## src/pwr_wake_pkg.sv

```systemverilog
// Shared constants and types for the power mode and wake controller
package pwr_wake_pkg;
   // ==========================================================
   // Clock and timing
   localparam int CLK_PERIOD_NS = 5;
   localparam int POR_TIME_NS = 2500000;
   localparam int POR_CYCLES = (POR_TIME_NS + CLK_PERIOD_NS - 1) / CLK_PERIOD_NS;
   localparam int SETTLE_TIME_NS = 20000;
   localparam int SETTLE_CYCLES = (SETTLE_TIME_NS + CLK_PERIOD_NS - 1) / CLK_PERIOD_NS;
   localparam int POR_W = 20;
   localparam int SETTLE_W = 12;
   localparam logic [11:0] RESTART_ADDR = 12'h00C;
   localparam logic [7:0] NO_OP_OPCODE = 8'hFF;

   // ==========================================================
   // Device registers
   localparam logic [7:0] VDC_ADDR = 8'h0C;
   localparam logic [7:0] SW2_ADDR = 8'h0D;
   localparam int VDC_EN_BIT = 0;
   localparam int VDC_LOW_BIT = 1;
   localparam int VDC_HIGH_BIT = 2;
   localparam int SW2_SRC_LSB = 2;
   localparam int SW2_LVL_BIT = 6;
   localparam logic [7:0] SW2_WR_MASK = 8'h5C;
   localparam logic [2:0] SW2_SRC_RESET = 3'h0;
   localparam logic SW2_LVL_RESET = 1'b0;
   localparam int SUPPLY_IRQ_BIT = 5;

   // Candidate wake pins: [2:0] port3[3:1], [10:3] port2[7:0], [11] port0[0], [12] port0[7]
   localparam logic [12:0] SEL_P2_LOW4 = 13'h0078;
   localparam logic [12:0] SEL_P2_ALL = 13'h07F8;
   localparam logic [12:0] SEL_P3 = 13'h0007;
   localparam logic [12:0] SEL_P3_P0 = 13'h1807;
   localparam logic [12:0] SEL_P3_P2 = 13'h003F;

   // ==========================================================
   // Controller registers
   localparam logic [7:0] CTRL_ADDR = 8'h00;
   localparam logic [7:0] MASK_ADDR = 8'h01;
   localparam logic [7:0] STAT_ADDR = 8'h02;
   localparam int CTRL_HALT_BIT = 0;
   localparam int CTRL_STOP_BIT = 1;
   localparam int CTRL_CLR_BIT = 2;
   localparam int MASK_GIE_BIT = 7;

   typedef enum logic [3:0] {
      DEV_DELAY = 4'h1,
      DEV_RUN = 4'h2,
      DEV_HALT = 4'h4,
      DEV_STOP = 4'h8
   } dev_state_t;

   typedef enum logic [3:0] {
      SEQ_IDLE = 4'h1,
      SEQ_MON_OFF = 4'h2,
      SEQ_NO_OP = 4'h4,
      SEQ_SLEEP = 4'h8
   } seq_state_t;
endpackage : pwr_wake_pkg

```

## src/pwr_link_if.sv

```systemverilog
// Link between the core-side controller and the power/wake device
interface pwr_link_if;
   logic [7:0] reg_addr;
   logic [7:0] reg_wdata;
   logic reg_wr;
   logic reg_rd;
   logic [7:0] reg_rdata;
   logic [7:0] instr;
   logic instr_valid;
   logic halt_req;
   logic stop_req;
   logic [5:0] irq_mask;
   logic irq_global_en;
   logic supply_irq_clear;
   logic core_reset;
   logic core_clk_en;
   logic pc_load;
   logic [11:0] restart_addr;
   logic irq_take;
   logic supply_irq_pending;
   logic halted;
   logic stopped;

   modport dev (
      input reg_addr, reg_wdata, reg_wr, reg_rd, instr, instr_valid, halt_req, stop_req,
      input irq_mask, irq_global_en, supply_irq_clear,
      output reg_rdata, core_reset, core_clk_en, pc_load, restart_addr, irq_take,
      output supply_irq_pending, halted, stopped
   );
   modport core (
      output reg_addr, reg_wdata, reg_wr, reg_rd, instr, instr_valid, halt_req, stop_req,
      output irq_mask, irq_global_en, supply_irq_clear,
      input reg_rdata, core_reset, core_clk_en, pc_load, restart_addr, irq_take,
      input supply_irq_pending, halted, stopped
   );
endinterface : pwr_link_if

```

## src/pwr_wake_dev.sv

```systemverilog
// Power-on delay, sleep modes, stop wake logic and supply monitor
//
// Chosen here: the strobed register port.
module pwr_wake_dev
   import pwr_wake_pkg::*;
#(
   parameter int unsigned POR_LOAD = POR_CYCLES
)
(
   input wire logic sys_clk, // system clock
   input wire logic reset, // synchronous reset, high
   pwr_link_if.dev lk, // link to core side
   input wire logic power_good, // supply at good level
   input wire logic vdd_above_high, // high comparator
   input wire logic vdd_below_low, // low comparator
   output logic monitor_on, // powers the comparators
   output logic xtal_on, // crystal oscillator enable
   input wire logic [7:0] port0_in, // port 0 pin levels
   input wire logic [7:0] port2_in, // port 2 pin levels
   input wire logic [3:0] port3_in, // port 3 pin levels
   input wire logic [7:0] port0_is_out, // port 0 pin is output
   input wire logic [7:0] port2_is_out, // port 2 pin is output
   input wire logic [3:0] port3_is_out, // port 3 pin is output
   input wire logic wake_one_event, // first wake register event
   input wire logic wake_one_delay, // first wake register bit 5
   input wire logic wdt_timeout, // watchdog timeout pulse
   input wire logic ext_reset, // external reset request
   input wire logic [4:0] irq_other // requests 0 to 4
);
   // ==========================================================
   // State
   typedef struct packed {
      dev_state_t st;
      logic [POR_W-1:0] por_cnt;
      logic [SETTLE_W-1:0] settle_cnt;
      logic mon_en;
      logic hi;
      logic lo;
      logic supply_req;
      logic [2:0] src2;
      logic lvl;
      logic [7:0] rdata;
      logic pc_load;
   } dev_regs_t;

   localparam logic [POR_W-1:0] POR_FULL = POR_LOAD[POR_W-1:0];
   localparam logic [POR_W-1:0] POR_SKIP = 20'h00001;
   localparam logic [SETTLE_W-1:0] SETTLE_DONE = SETTLE_CYCLES[SETTLE_W-1:0];

   dev_regs_t q;
   dev_regs_t d;

   logic [12:0] cand;
   logic [12:0] cand_out;
   logic [12:0] sel;
   logic [12:0] live;
   logic use_nor;
   logic term;
   logic wake_two;
   logic settled;
   logic [5:0] pend;

   // ==========================================================
   // Second wake source
   assign cand = {port0_in[7], port0_in[0], port2_in, port3_in[3:1]};
   assign cand_out = {port0_is_out[7], port0_is_out[0], port2_is_out, port3_is_out[3:1]};

   always_comb
   begin
      sel = 13'h0000;
      use_nor = 1'b0;
      case (q.src2)
         3'h1: sel = SEL_P2_LOW4;
         3'h2: sel = SEL_P2_ALL;
         3'h3:
         begin
            sel = SEL_P3;
            use_nor = 1'b1;
         end
         3'h4: sel = SEL_P3;
         3'h5:
         begin
            sel = SEL_P3_P0;
            use_nor = 1'b1;
         end
         3'h6: sel = SEL_P3_P0;
         3'h7: sel = SEL_P3_P2;
         default: sel = 13'h0000; // Power-on only
      endcase
   end

   // Output pins forced neutral so the rest still form the gate
   assign live = sel & ~cand_out;
   assign term = use_nor ? ~|(cand & live) : ~&(cand | ~live);
   // With every selected pin driven out there is no source at all
   assign wake_two = (|live) && (term == q.lvl);

   assign settled = q.mon_en && (q.settle_cnt == SETTLE_DONE);
   assign pend = {q.supply_req, irq_other} & lk.irq_mask & {6{lk.irq_global_en}};

   // ==========================================================
   // Next state
   always_comb
   begin
      d = q;
      d.pc_load = 1'b0;
      d.rdata = 8'h00;

      if (lk.reg_rd && (lk.reg_addr == VDC_ADDR))
      begin
         d.rdata[VDC_EN_BIT] = q.mon_en;
         d.rdata[VDC_LOW_BIT] = q.lo;
         d.rdata[VDC_HIGH_BIT] = q.hi;
      end
      if (lk.reg_wr && (lk.reg_addr == VDC_ADDR))
      begin
         d.mon_en = lk.reg_wdata[VDC_EN_BIT];
      end
      else if (lk.reg_wr && (lk.reg_addr == SW2_ADDR))
      begin
         d.src2 = lk.reg_wdata[SW2_SRC_LSB +: 3];
         d.lvl = lk.reg_wdata[SW2_LVL_BIT];
      end

      // Flags stay clear until the comparators have settled
      if (!q.mon_en)
      begin
         d.settle_cnt = '0;
      end
      else if (q.settle_cnt != SETTLE_DONE)
      begin
         d.settle_cnt = q.settle_cnt + 1'b1;
      end
      d.hi = settled && vdd_above_high;
      d.lo = settled && vdd_below_low;

      if (lk.supply_irq_clear)
      begin
         d.supply_req = 1'b0;
      end
      if (q.lo && q.mon_en)
      begin
         d.supply_req = 1'b1;
      end

      case (q.st)
         DEV_DELAY:
         begin
            if (q.por_cnt > POR_SKIP)
            begin
               d.por_cnt = q.por_cnt - 1'b1;
            end
            else
            begin
               d.st = DEV_RUN;
               d.pc_load = 1'b1;
            end
         end
         DEV_RUN:
         begin
            if (lk.stop_req)
            begin
               d.st = DEV_STOP;
            end
            else if (lk.halt_req)
            begin
               d.st = DEV_HALT;
            end
         end
         DEV_HALT:
         begin
            if (|pend)
            begin
               d.st = DEV_RUN;
            end
         end
         DEV_STOP:
         begin
            if (wake_two || wake_one_event)
            begin
               d.st = DEV_DELAY;
               d.por_cnt = wake_one_delay ? POR_FULL : POR_SKIP;
            end
         end
         default:
         begin
            d.st = DEV_DELAY;
            d.por_cnt = POR_FULL;
         end
      endcase

      // Reset sources override every mode
      if (ext_reset)
      begin
         d.st = DEV_DELAY;
         d.por_cnt = POR_SKIP;
      end
      if (wdt_timeout || !power_good)
      begin
         d.st = DEV_DELAY;
         d.por_cnt = POR_FULL;
      end
   end

   always_ff @(posedge sys_clk)
   begin
      if (reset)
      begin
         q <= '{st: DEV_DELAY, por_cnt: POR_FULL, settle_cnt: '0, mon_en: 1'b0, hi: 1'b0,
                lo: 1'b0, supply_req: 1'b0, src2: SW2_SRC_RESET, lvl: SW2_LVL_RESET,
                rdata: 8'h00, pc_load: 1'b0};
      end
      else
      begin
         q <= d;
      end
   end

   // ==========================================================
   // Outputs
   assign lk.reg_rdata = q.rdata;
   assign lk.core_reset = (q.st == DEV_DELAY);
   assign lk.core_clk_en = (q.st == DEV_RUN);
   assign lk.pc_load = q.pc_load;
   assign lk.restart_addr = RESTART_ADDR;
   assign lk.irq_take = (q.st != DEV_DELAY) && (q.st != DEV_STOP) && (|pend);
   assign lk.supply_irq_pending = q.supply_req;
   assign lk.halted = (q.st == DEV_HALT);
   assign lk.stopped = (q.st == DEV_STOP);
   assign monitor_on = q.mon_en;
   assign xtal_on = (q.st != DEV_STOP);
endmodule : pwr_wake_dev

```

## src/flat_wrapper.sv

```systemverilog
// flat-port wrapper written by rule: the top's interface ports become plain ports
module pwr_wake_dev_flat import pwr_wake_pkg::*;
#(
   parameter int unsigned POR_LOAD = POR_CYCLES
)
  (sys_clk, reset, power_good, vdd_above_high, vdd_below_low, monitor_on, xtal_on, port0_in, port2_in, port3_in, port0_is_out, port2_is_out, port3_is_out, wake_one_event, wake_one_delay, wdt_timeout, ext_reset, irq_other, lk_reg_addr, lk_reg_wdata, lk_reg_wr, lk_reg_rd, lk_instr, lk_instr_valid, lk_halt_req, lk_stop_req, lk_irq_mask, lk_irq_global_en, lk_supply_irq_clear, lk_reg_rdata, lk_core_reset, lk_core_clk_en, lk_pc_load, lk_restart_addr, lk_irq_take, lk_supply_irq_pending, lk_halted, lk_stopped);
  pwr_link_if lk_i ();
  input wire logic sys_clk;
  input wire logic reset;
  input wire logic power_good;
  input wire logic vdd_above_high;
  input wire logic vdd_below_low;
  output logic monitor_on;
  output logic xtal_on;
  input wire logic [7:0] port0_in;
  input wire logic [7:0] port2_in;
  input wire logic [3:0] port3_in;
  input wire logic [7:0] port0_is_out;
  input wire logic [7:0] port2_is_out;
  input wire logic [3:0] port3_is_out;
  input wire logic wake_one_event;
  input wire logic wake_one_delay;
  input wire logic wdt_timeout;
  input wire logic ext_reset;
  input wire logic [4:0] irq_other;
  input wire logic [$bits(lk_i.reg_addr)-1:0] lk_reg_addr;
  input wire logic [$bits(lk_i.reg_wdata)-1:0] lk_reg_wdata;
  input wire logic [$bits(lk_i.reg_wr)-1:0] lk_reg_wr;
  input wire logic [$bits(lk_i.reg_rd)-1:0] lk_reg_rd;
  input wire logic [$bits(lk_i.instr)-1:0] lk_instr;
  input wire logic [$bits(lk_i.instr_valid)-1:0] lk_instr_valid;
  input wire logic [$bits(lk_i.halt_req)-1:0] lk_halt_req;
  input wire logic [$bits(lk_i.stop_req)-1:0] lk_stop_req;
  input wire logic [$bits(lk_i.irq_mask)-1:0] lk_irq_mask;
  input wire logic [$bits(lk_i.irq_global_en)-1:0] lk_irq_global_en;
  input wire logic [$bits(lk_i.supply_irq_clear)-1:0] lk_supply_irq_clear;
  output wire logic [$bits(lk_i.reg_rdata)-1:0] lk_reg_rdata;
  output wire logic [$bits(lk_i.core_reset)-1:0] lk_core_reset;
  output wire logic [$bits(lk_i.core_clk_en)-1:0] lk_core_clk_en;
  output wire logic [$bits(lk_i.pc_load)-1:0] lk_pc_load;
  output wire logic [$bits(lk_i.restart_addr)-1:0] lk_restart_addr;
  output wire logic [$bits(lk_i.irq_take)-1:0] lk_irq_take;
  output wire logic [$bits(lk_i.supply_irq_pending)-1:0] lk_supply_irq_pending;
  output wire logic [$bits(lk_i.halted)-1:0] lk_halted;
  output wire logic [$bits(lk_i.stopped)-1:0] lk_stopped;
  assign lk_i.reg_addr = lk_reg_addr;
  assign lk_i.reg_wdata = lk_reg_wdata;
  assign lk_i.reg_wr = lk_reg_wr;
  assign lk_i.reg_rd = lk_reg_rd;
  assign lk_i.instr = lk_instr;
  assign lk_i.instr_valid = lk_instr_valid;
  assign lk_i.halt_req = lk_halt_req;
  assign lk_i.stop_req = lk_stop_req;
  assign lk_i.irq_mask = lk_irq_mask;
  assign lk_i.irq_global_en = lk_irq_global_en;
  assign lk_i.supply_irq_clear = lk_supply_irq_clear;
  assign lk_reg_rdata = lk_i.reg_rdata;
  assign lk_core_reset = lk_i.core_reset;
  assign lk_core_clk_en = lk_i.core_clk_en;
  assign lk_pc_load = lk_i.pc_load;
  assign lk_restart_addr = lk_i.restart_addr;
  assign lk_irq_take = lk_i.irq_take;
  assign lk_supply_irq_pending = lk_i.supply_irq_pending;
  assign lk_halted = lk_i.halted;
  assign lk_stopped = lk_i.stopped;
  pwr_wake_dev #(.POR_LOAD(POR_LOAD)) u_core (.sys_clk(sys_clk), .reset(reset), .lk(lk_i), .power_good(power_good), .vdd_above_high(vdd_above_high), .vdd_below_low(vdd_below_low), .monitor_on(monitor_on), .xtal_on(xtal_on), .port0_in(port0_in), .port2_in(port2_in), .port3_in(port3_in), .port0_is_out(port0_is_out), .port2_is_out(port2_is_out), .port3_is_out(port3_is_out), .wake_one_event(wake_one_event), .wake_one_delay(wake_one_delay), .wdt_timeout(wdt_timeout), .ext_reset(ext_reset), .irq_other(irq_other));
endmodule
```

## config.mk

```make
export PLATFORM = sky130hd
export DESIGN_NAME = pwr_wake_dev_flat
export DESIGN_NICKNAME = d
export VERILOG_FILES = /design/src/pwr_wake_pkg.sv /design/src/pwr_link_if.sv /design/src/pwr_wake_dev.sv /design/src/flat_wrapper.sv
export SDC_FILE = /design/constraint.sdc
export NUM_CORES = 1
export LEC_CHECK = 0
export BUFFER_PORTS_ARGS = -buffer_cell sky130_fd_sc_hd__buf_2
export CAP_MARGIN = 20
export CORE_UTILIZATION = 25
export CTS_CLUSTER_SIZE = 10
export DETAILED_ROUTE_END_ITERATION = 8
export PLACE_DENSITY_LB_ADDON = 0.08
export SLEW_MARGIN = 10
export SYNTH_ARGS = -nofsm -noshare
export SYNTH_HDL_FRONTEND = slang
export SYNTH_SLANG_ARGS = --single-unit
export TNS_END_PERCENT = 1
```

## constraint.sdc

```tcl
create_clock -name sys_clk -period 2.3 [get_ports sys_clk]
set_input_delay 0.46 -clock sys_clk [delete_from_list [all_inputs] [get_ports sys_clk]]
set_output_delay 0.46 -clock sys_clk [all_outputs]
set_load 0.05 [all_outputs]
```

==> results of run 1 <==
[synthesized netlist by cell type, types with 2 or more instances]
master	instances	area, um2
o221a_2	2	22.5
mux2i_1	6	60.1
a21oi_1	18	90.1
nor3_1	12	60.1
conb_1	2	7.51
nand4b_1	2	17.5
o21ai_0	13	65.1
a22oi_1	3	22.5
ha_1	4	50.1
a211oi_1	6	45.0
buf_2	3	15.0
nand2_1	31	116
and2_1	9	56.3
o22ai_1	7	43.8
a31oi_1	5	31.3
nor2_1	68	255
or3_1	2	12.5
xnor2_1	3	26.3
a41oi_1	2	17.5
xor2_1	10	87.6
o211ai_1	9	67.6
nor4_1	3	18.8
and3_1	2	12.5
inv_1	15	56.3
nand4_1	4	25.0
nand3_1	16	80.1
a221o_1	2	20.0
a311oi_1	2	17.5
buf_4	20	150
nor2b_1	4	25.0
dfxtp_1	48	961
nand2b_1	3	18.8
clkbuf_1	7	26.3
[kinds of logic after synthesis]
logic type | after synthesis
and+or+nand+nor | 168
AOI/OAI and AO/OA | 78
DFF | 48
buffers and inverters | 48
xor gates and xnor gates | 13
muxes | 8
adders and majority gates | 4
other | 2
[area by class of cell]
type	instances	area (um2)	area share
multi-input combinational	288	1710	0.451
timing repair buffer	121	731	0.193
inverter	16	63.8	0.0169
tap	140	175	0.0463
sequential	48	962	0.254
clock buffer	8	146	0.0387
[through the flow]
stage / TNS, ps / total power [mW] / std cells
CTS: -1020 / 1.85 / 621
finish: -904 / 1.82 / 621
detailed placement: -7500 / 1.09 / 613
global placement: -7090 / 1.09 / 613
floorplan: -1320 / 1.01 / 384
global route: -2370 / 1.91 / 621
[sequential cells by signal, indices dropped and copies added, names as in the netlist]
register	flops
u_core.monitor_on	1
u_core.lk.reg_rdata	3
u_core.q	42
u_core.lk.pc_load	1
u_core.lk.supply_irq_pending	1
[worst max-delay path, stage by stage (launching register included)]
cell and delay, ps:
dfxtp_2 330, buf_6 120, or4_4 510, a211oi_2 250, a211oi_2 70, mux2_4 310
and2_4 180, or3_4 400, o221ai_2 190
[repair_timing]
item,in CTS,in global routing
endpoints found under the setup margin,18,22
gates resized for setup,6,16
pin swaps,0,8
hold endpoints to repair,0,0
cloned,0,0
[metal layers]
metal,routed length [um],part of all wire
met5,0,0
met4,109,0.014
met3,342,0.043
met2,3670,0.46
met1,3780,0.48
[power groups by stage]
stage	combinational, mW	sequential, mW	clock (mW)
final	0.230	0.844	0.742
after global routing	0.252	0.844	0.811
after CTS	0.228	0.844	0.774
after detailed placement	0.227	0.863	0
after global placement	0.227	0.863	0
after floorplan	0.150	0.862	0
[path summary, 6_finish.rpt]
check	from	endpoint	slack (ps)	depth (start not counted)
setup reg to reg	u_core.q[11]	u_core.q[37]	-130	8
setup / recovery	u_core.q[11]	u_core.q[37]	-130	8
hold / removal	vdd_below_low	u_core.q[14]	370	2
hold reg to reg	u_core.q[15]	u_core.lk.reg_rdata[2]	440	1
==> out/metrics.yaml, run 1 <==
clock_tree:
  clockBufferDepth: 2
  cts_tree: "built"
  cts_sinks: 48
  ctsHoldBuffers: 0
  insertion_delay_ps: 280
  clockRootBuffer: "clkbuf_16"
  cts_buffers: 5
  clkTransAtPathRegs_ps: 60
  post-cts-setup-buffer-count: 0
  htreeDepth: 2
outcome:
  status: "finished, violations left"
  violations: "setup timing"
final_layout:
  fin_area_um2: 3780
  layout_commonest_cell: "buf_2"
  final_core_util: 0.346
  layout-drive-gt1-share: 0.322
  syn_to_final_growth_pct: 34.3
  antenna_cells: 0
  final_cell_mix: "buf_2, nor2_1, dfxtp_1"
  n_fill_cell: 1193
  nNetsFinal: 575
route:
  wl_um: 7900
  drc_errors: 0
  wire_per_inst_um: 12.7
  viasPerCell: 4.69
  firstDrtPassIters: 4
  first_iter_violations: 86
  final_antenna_net_count: 0
  vias: 2910
placed_design:
  portBuffers: 76
  gp_congestion: 0.815
  pre_cts_slack_ps: -443
  dp_hpwl_um: 6280
  dpl_cell_area_um2: 3570
global_route:
  grt_pass1_vias: 2736
  overflow: 0
  grt_use_met2: 0.227
  grtUsageMet3: 0.0277
  grt_max_degree: 14
  grt.total_usage: 0.140
  busiest_layer: "met2"
  antenna_found_initial: 0
  grt_pass1_wl_um: 13000
  use_met1: 0.187
logic_synthesis:
  synth-compound-area-share: 0.186
  ys.flop_type: "dfxtp_1"
  async_reset_ff_frac: 0
  yosys.area_share.simple: 0.288
  yosysWarnings: 0
  synth_seq_cells: 48
  synth.distinct_cells: 59
  syn-cell-area_um2: 2820
  synthCells: 369
  syn_area_per_cell_um2: 7.64
  muxShareOfSynthArea: 0.0306
  yosysSeqAreaShare: 0.341
  yosys.area_share.adder: 0.0178
  synth_edf_count: 0
  synth_xor_area_frac: 0.0404
  synth_top_family_by_area: "simple AND/OR/NAND/NOR gates"
sta:
  rsz0062_at_grt: "yes"
  hold_ws_ps: 372
  drv_slew: 0
  hold_viol_final: 0
  relSlewSlack: 0.623
  clock_skew_ps: 4.43
  worstMarginPinSlew_ps: 563
  fin_crit_sh: 1.06
  finalSetupViolCount: 14
  setup_ws_ps: -127
  min_period_ps: 2430
  fmax_mhz: 412
power_and_ir_drop:
  combPwrFrac: 0.127
  intPower_mw: 1.36
  peakVddDrop_v: 0.000281
  pwr-share-clk: 0.409
  p_per_area_nw_per_um2: 480
  swShare: 0.250
  p_sw_mw: 0.453
  p_leak_nw: 1.67
  pwr-share-seq: 0.465
worst_setup_path:
  worstPathArrival_ps: 2640
  crit_fanout: 4
  cp.required_ps: 2510
  path_class: "flip-flop to flip-flop"
  start_kind: "flip-flop"
  endpoint_kind: "flip-flop"
floorplan:
  dieHeight_um: 108
  rows: 38
  initial_core_util: 0.258
  die_area_um2: 11700
  coreArea_um2: 10900
  die_x_um: 108
  ioPinCount: 120
hold_path:
  hold_path.class: "primary input to flip-flop"
run:
  maxCapViolations: 0
Note: power is estimated with default switching activity, not from simulation.
==> run 2, diff against run 1 <==
CTS_BUF_LIST = sky130_fd_sc_hd__clkbuf_8   (was default)
==> run 2 against run 1 <==
Compared with the run above: the flow still finishes with violations (setup timing); worst setup slack better by 25 ps; clock-buffer cell count is 2 lower; flip-flop and latch count stayed put; clock skew is 2.5 ps higher; final cell count stayed put; combinational power hardly changed; largest power group unchanged.
==> out/metrics.yaml, run 2 (synthesis gave the netlist of run 1 again) <==
outcome:
  status: "finished, violations left"
  violations: "setup timing"
sta:
  fmax_mhz: 416  # +1.0%
  min_period_ps: 2400  # -24.7 ps
  rsz0062_at_grt: "yes"
  clock_skew_ps: 6.96  # +2.53 ps
  relSlewSlack: 0.624  # about the same
  worstMarginPinSlew_ps: 563  # -0.693 ps
  fin_crit_sh: 1.04  # -0.0107
  hold_viol_final: 0  # unchanged
  drv_slew: 0  # unchanged
  finalSetupViolCount: 8  # -6
  setup_ws_ps: -102  # +24.7 ps
clock_tree:
  cts_buffers: 5  # unchanged
  insertion_delay_ps: 300  # +20 ps
  cts_tree: "built"
  clockRootBuffer: "clkbuf_8"
  cts_sinks: 48  # unchanged
  htreeDepth: 2  # unchanged
  clockBufferDepth: 2  # unchanged
  ctsHoldBuffers: 0  # unchanged
  clkTransAtPathRegs_ps: 90  # +30 ps
worst_setup_path:
  cp_slowest_stage_delay_ps: 510  # about the same
  critPathSlowestCell: "or4_4"
  cp.required_ps: 2510  # about the same
  reg2regPathDepth: 9  # +1
  r2r_setup_slack_ps: -100  # +20 ps
  start_kind: "flip-flop"
  worstPathArrival_ps: 2620  # -20 ps
  critical_path_buf_inv_count: 2  # +1
  endpoint_kind: "flip-flop"
  crit_fanout: 6  # +2
  critPathTopFamily: "compound AO/OA/AOI/OAI gates"
  startpoint: "u_core.q[11]"
  path_common_cell: "a211oi_2"
  path_class: "flip-flop to flip-flop"
  crit-reg2reg-launch: "u_core.q[11]"
  crit_chain: "buf_6 > or4_4 > a211oi_2 > a211oi_2 > mux2_4 > a21o_1 > buf_4 > o21ba_2 > o31ai_1"
  cp.depth: 9  # +1
route:
  drc_errors: 0  # unchanged
  vias: 2910  # unchanged
  firstDrtPassIters: 4  # unchanged
  viasPerCell: 4.69  # unchanged
  final_antenna_net_count: 0  # unchanged
  wl_um: 7900  # about the same
  wire_per_inst_um: 12.7  # about the same
  first_iter_violations: 93  # +8.1%
global_route:
  overflow: 0  # unchanged
  antenna_found_initial: 0  # unchanged
  grt.total_usage: 0.139  # -0.00140
  grt_pass1_vias: 2740  # +0.15%
  grt_pass1_wl_um: 13000  # -0.15%
  grt_max_degree: 14  # unchanged
floorplan:
  initial_core_util: 0.258  # unchanged
  rows: 38  # unchanged
  coreArea_um2: 10900  # unchanged
  die_area_um2: 11700  # unchanged
  ioPinCount: 120  # unchanged
  die_x_um: 108  # unchanged
  dieHeight_um: 108  # unchanged
placed_design:
  portBuffers: 76  # unchanged
  dpl_cell_area_um2: 3570  # unchanged
  gp_congestion: 0.815  # unchanged
  dp_hpwl_um: 6280  # unchanged
  dp.cells: 613  # unchanged
final_layout:
  syn_to_final_growth_pct: 31.7
  layout-drive-gt1-share: 0.314  # -0.00832
  largest_register: "u_core.q"
  nNetsFinal: 575  # unchanged
  final_cell_mix: "buf_2, nor2_1, dfxtp_1"
  antenna_cells: 0  # unchanged
  largest_reg_flops: 42  # unchanged
  final_core_util: 0.339  # -0.00664
  fin_area_um2: 3710  # -1.9%
  instances_no_fill: 621  # unchanged
  layout_commonest_cell: "buf_2"
hold_path:
  whs_path_depth: 2  # unchanged
  min-delay-start: "vdd_below_low"
  hold_path.class: "primary input to flip-flop"
power_and_ir_drop:
  p_leak_nw: 1.65  # -0.87%
  p_per_area_nw_per_um2: 430  # -10%
  report.power.total_mw: 1.59  # -12%
  peakVddDrop_v: 0.000246  # -12%
run:
  maxCapViolations: 0  # unchanged
[run 2: through the flow]
stage / TNS [ps] / hold slack [ps] / worst slack (ps)
after global routing: -1900 / 350 / -188
after detailed placement: -7500 / 425 / -443
final: -656 / 360 / -102
after global placement: -7090 / 411 / -401
after CTS: -987 / 345 / -144
after floorplan: -1320 / 406 / -186
[run 2: worst paths after layout]
check	endpoint
max	u_core.q[46]
min	u_core.q[14]
max reg2reg	u_core.q[46]
min reg2reg	u_core.lk.reg_rdata[2]
[run 2: power breakdown]
| part | internal (mW) | switching (mW) | total [mW] |
|---|---|---|---|
| Sequential | 0.837 | 0.00637 | 0.844 |
| Combinational | 0.0902 | 0.140 | 0.231 |
| Clock | 0.237 | 0.283 | 0.521 |
[run 2: what timing repair did]
item | 4_1_cts | 5_1_grt
gates resized for setup | 6 | 11
endpoints found under the setup margin | 19 | 23
pin swaps | 0 | 3
buffers inserted | 0 | 0
[run 2: layout make-up]
cell class	instances	area, um2
repair buffers	121	727
clock inverters	2	7.51
flip-flops and latches	48	962
well taps	140	175
fillers	1194	7220
inverters	16	63.8
clock buffers	6	82.6
multi-input cells	288	1690
[run 2: layer usage]
| layer | global-route usage | part of all wire |
|---|---|---|
| met1 | 0.187 | 0.49 |
| met5 | 0 | 0 |
| met3 | 0.0265 | 0.037 |
| met2 | 0.227 | 0.46 |
| met4 | 0.0313 | 0.0099 |
==> run 3, diff against run 2 <==
CORE_UTILIZATION = 45   (was 25)
SETUP_SLACK_MARGIN = 0.2   (was default)
==> run 3 against run 2 <==
Compared with the run above: final cell count shrank 12%; maximum frequency is 3.4% higher; power increased by 0.50%; hold slack gained 9.9 ps; core utilization grew 27 points; non-clock buffer count fell by 6; register-to-register slack gained 90 ps; first-iteration DRC count increased by 22%; highest routed layer unchanged; cell area shrank 1.6%; clock skew is 5.4 ps higher; the run still ends with setup timing left.
==> out/metrics.yaml, run 3 (synthesis gave the netlist of run 1 again) <==
outcome:
  status: "finished, violations left"
  violations: "setup timing"
worst_setup_path:
  critPathTopFamily: "compound AO/OA/AOI/OAI gates"
  path_class: "primary input to flip-flop"
  worstPathArrival_ps: 2510  # -110 ps
  path_common_cell: "a211oi_2"
  crit_fanout: 5  # -1
  crit_chain: "buf_6 > nor2b_1 > or4_4 > a211oi_2 > a211oi_2 > mux2_4 > a21o_4 > and2_4 > a221o_1"
  critical_path_buf_inv_count: 1  # -1
  start_kind: "primary input"
  endpoint_kind: "flip-flop"
  cp_slowest_stage_delay_ps: 520  # about the same
  critPathSlowestCell: "or4_4"
  cp.required_ps: 2490  # -20 ps
sta:
  clock_skew_ps: 12.3  # +5.38 ps
  drv_slew: 0  # unchanged
  hold_viol_final: 0  # unchanged
  worstMarginPinSlew_ps: 565  # +2.22 ps
  fin_crit_sh: 1.01  # -0.0341
  rsz0062_at_grt: "yes"
  fmax_mhz: 430  # +3.4%
  relSlewSlack: 0.622  # -0.00148
  finalSetupViolCount: 2  # -6
  min_period_ps: 2320  # -78.3 ps
  setup_ws_ps: -24.1  # +78.3 ps
route:
  final_antenna_net_count: 0  # unchanged
  firstDrtPassIters: 4  # unchanged
  drc_errors: 0  # unchanged
  viasPerCell: 5.27  # +12%
  topRoutingLayerUsed: "met4"
  wl_met1_um: 3240  # -17%
  wl_met3_um: 377  # +27%
  vias: 2892  # -0.62%
  first_iter_violations: 113  # +22%
  wl_met2_um: 3350  # -7.9%
  wl_um: 7140  # -9.7%
  wire_per_inst_um: 13.0  # +2.2%
placed_design:
  pre_cts_slack_ps: -357  # +86.1 ps
  portBuffers: 76  # unchanged
  dp.cells: 539  # -12%
  dp_hpwl_um: 5350  # -15%
  gp_congestion: 0.861  # +5.7%
clock_tree:
  cts_buffers: 5  # unchanged
  cts_sinks: 48  # unchanged
  insertion_delay_ps: 310  # about the same
  clockBufferDepth: 2  # unchanged
  clockRootBuffer: "clkbuf_8"
  cts_tree: "built"
  htreeDepth: 2  # unchanged
  ctsHoldBuffers: 0  # unchanged
  clkTransAtPathRegs_ps: 80  # about the same
power_and_ir_drop:
  intPower_mw: 1.17  # +0.39%
  combPwrFrac: 0.143  # -0.002
  p_per_area_nw_per_um2: 439  # +2.2%
  peakVddDrop_v: 0.000378  # +53%
  swShare: 0.271  # +0.000817
  p_sw_mw: 0.434  # +0.81%
  pwr-share-clk: 0.331  # +0.004
  pwr-share-seq: 0.527  # -0.002
  p_leak_nw: 1.63  # -1.6%
global_route:
  grt_pass1_vias: 2656  # -3.1%
  grt_max_degree: 15  # +1
  antenna_found_initial: 0  # unchanged
  grt.total_usage: 0.229  # +0.0904
  overflow: 0  # unchanged
  grt_pass1_wl_um: 11600  # -11%
floorplan:
  dieHeight_um: 81.1  # -25%
  die_x_um: 81.1  # -25%
  rows: 28  # -26%
  initial_core_util: 0.471  # +0.213
  coreArea_um2: 5990  # -45%
  ioPinCount: 120  # unchanged
  die_area_um2: 6580  # -44%
run:
  maxCapViolations: 0  # unchanged
final_layout:
  final_core_util: 0.610  # +0.270
  largest_register: "u_core.q"
  final_cell_mix: "buf_2, nor2_1, dfxtp_1"
  antenna_cells: 0  # unchanged
  n_fill_cell: 561  # -53%
  instances_no_fill: 549  # -12%
  syn_to_final_growth_pct: 29.6
  layout-drive-gt1-share: 0.333  # +0.0194
  nNetsFinal: 569  # -1.0%
  largest_reg_flops: 42  # unchanged
  layout_commonest_cell: "buf_2"
hold_path:
  hold_path.class: "primary input to flip-flop"
[run 3: repair_timing]
action                     in CTS  in global routing
setup buffers                   3                  0
resized for setup              14                 20
pin swaps                      10                  5
setup endpoints to repair      25                 27
[run 3: cell type report]
class | instances | area (um2) | area share
Multi-Input combinational cell | 288 | 1740 | 0.478
Sequential cell | 48 | 963 | 0.264
Timing Repair Buffer | 115 | 696 | 0.190
Tap cell | 75 | 93.8 | 0.0257
Clock buffer | 6 | 82.6 | 0.0226
Inverter | 16 | 63.8 | 0.0175
Clock inverter | 1 | 8.76 | 0.00240
[run 3: through the flow]
stage	hold WS [ps]	total power [mW]	setup TNS [ps]	instance area, um2
2_1_floorplan	406	1.01	-1320	2880
3_3_place_gp	415	1.08	-4480	3420
3_5_place_dp	438	1.08	-4760	3420
4_1_cts	362	1.60	-344	3570
5_1_grt	361	1.67	-1080	3650
6_report	370	1.60	-43.4	3650
[run 3: layer usage]
layer | up-vias | GRT usage
li1 | 1470 | -
met1 | 1297 | 0.282
met3 | 15 | 0.0382
met2 | 110 | 0.394
met4 | 0 | 0.0911
met5 | - | 0
[run 3: power groups by stage]
stage                     Clock, mW  Combinational, mW  Sequential, mW
after floorplan                   0              0.150           0.862
after global placement            0              0.218           0.863
after detailed placement          0              0.220           0.863
after CTS                     0.537              0.224           0.843
after global routing          0.570              0.253           0.846
final                         0.530              0.229           0.844
[run 3: worst paths after layout]
check	slack, ps	startpoint	to	depth (start not counted)
hold / removal	370	vdd_below_low	u_core.q[14]	2
hold reg to reg	450	u_core.q[15]	u_core.lk.reg_rdata[2]	1
setup / recovery	-20	port0_in[7]	u_core.q[34]	9
setup reg to reg	-10	u_core.q[11]	u_core.q[34]	7
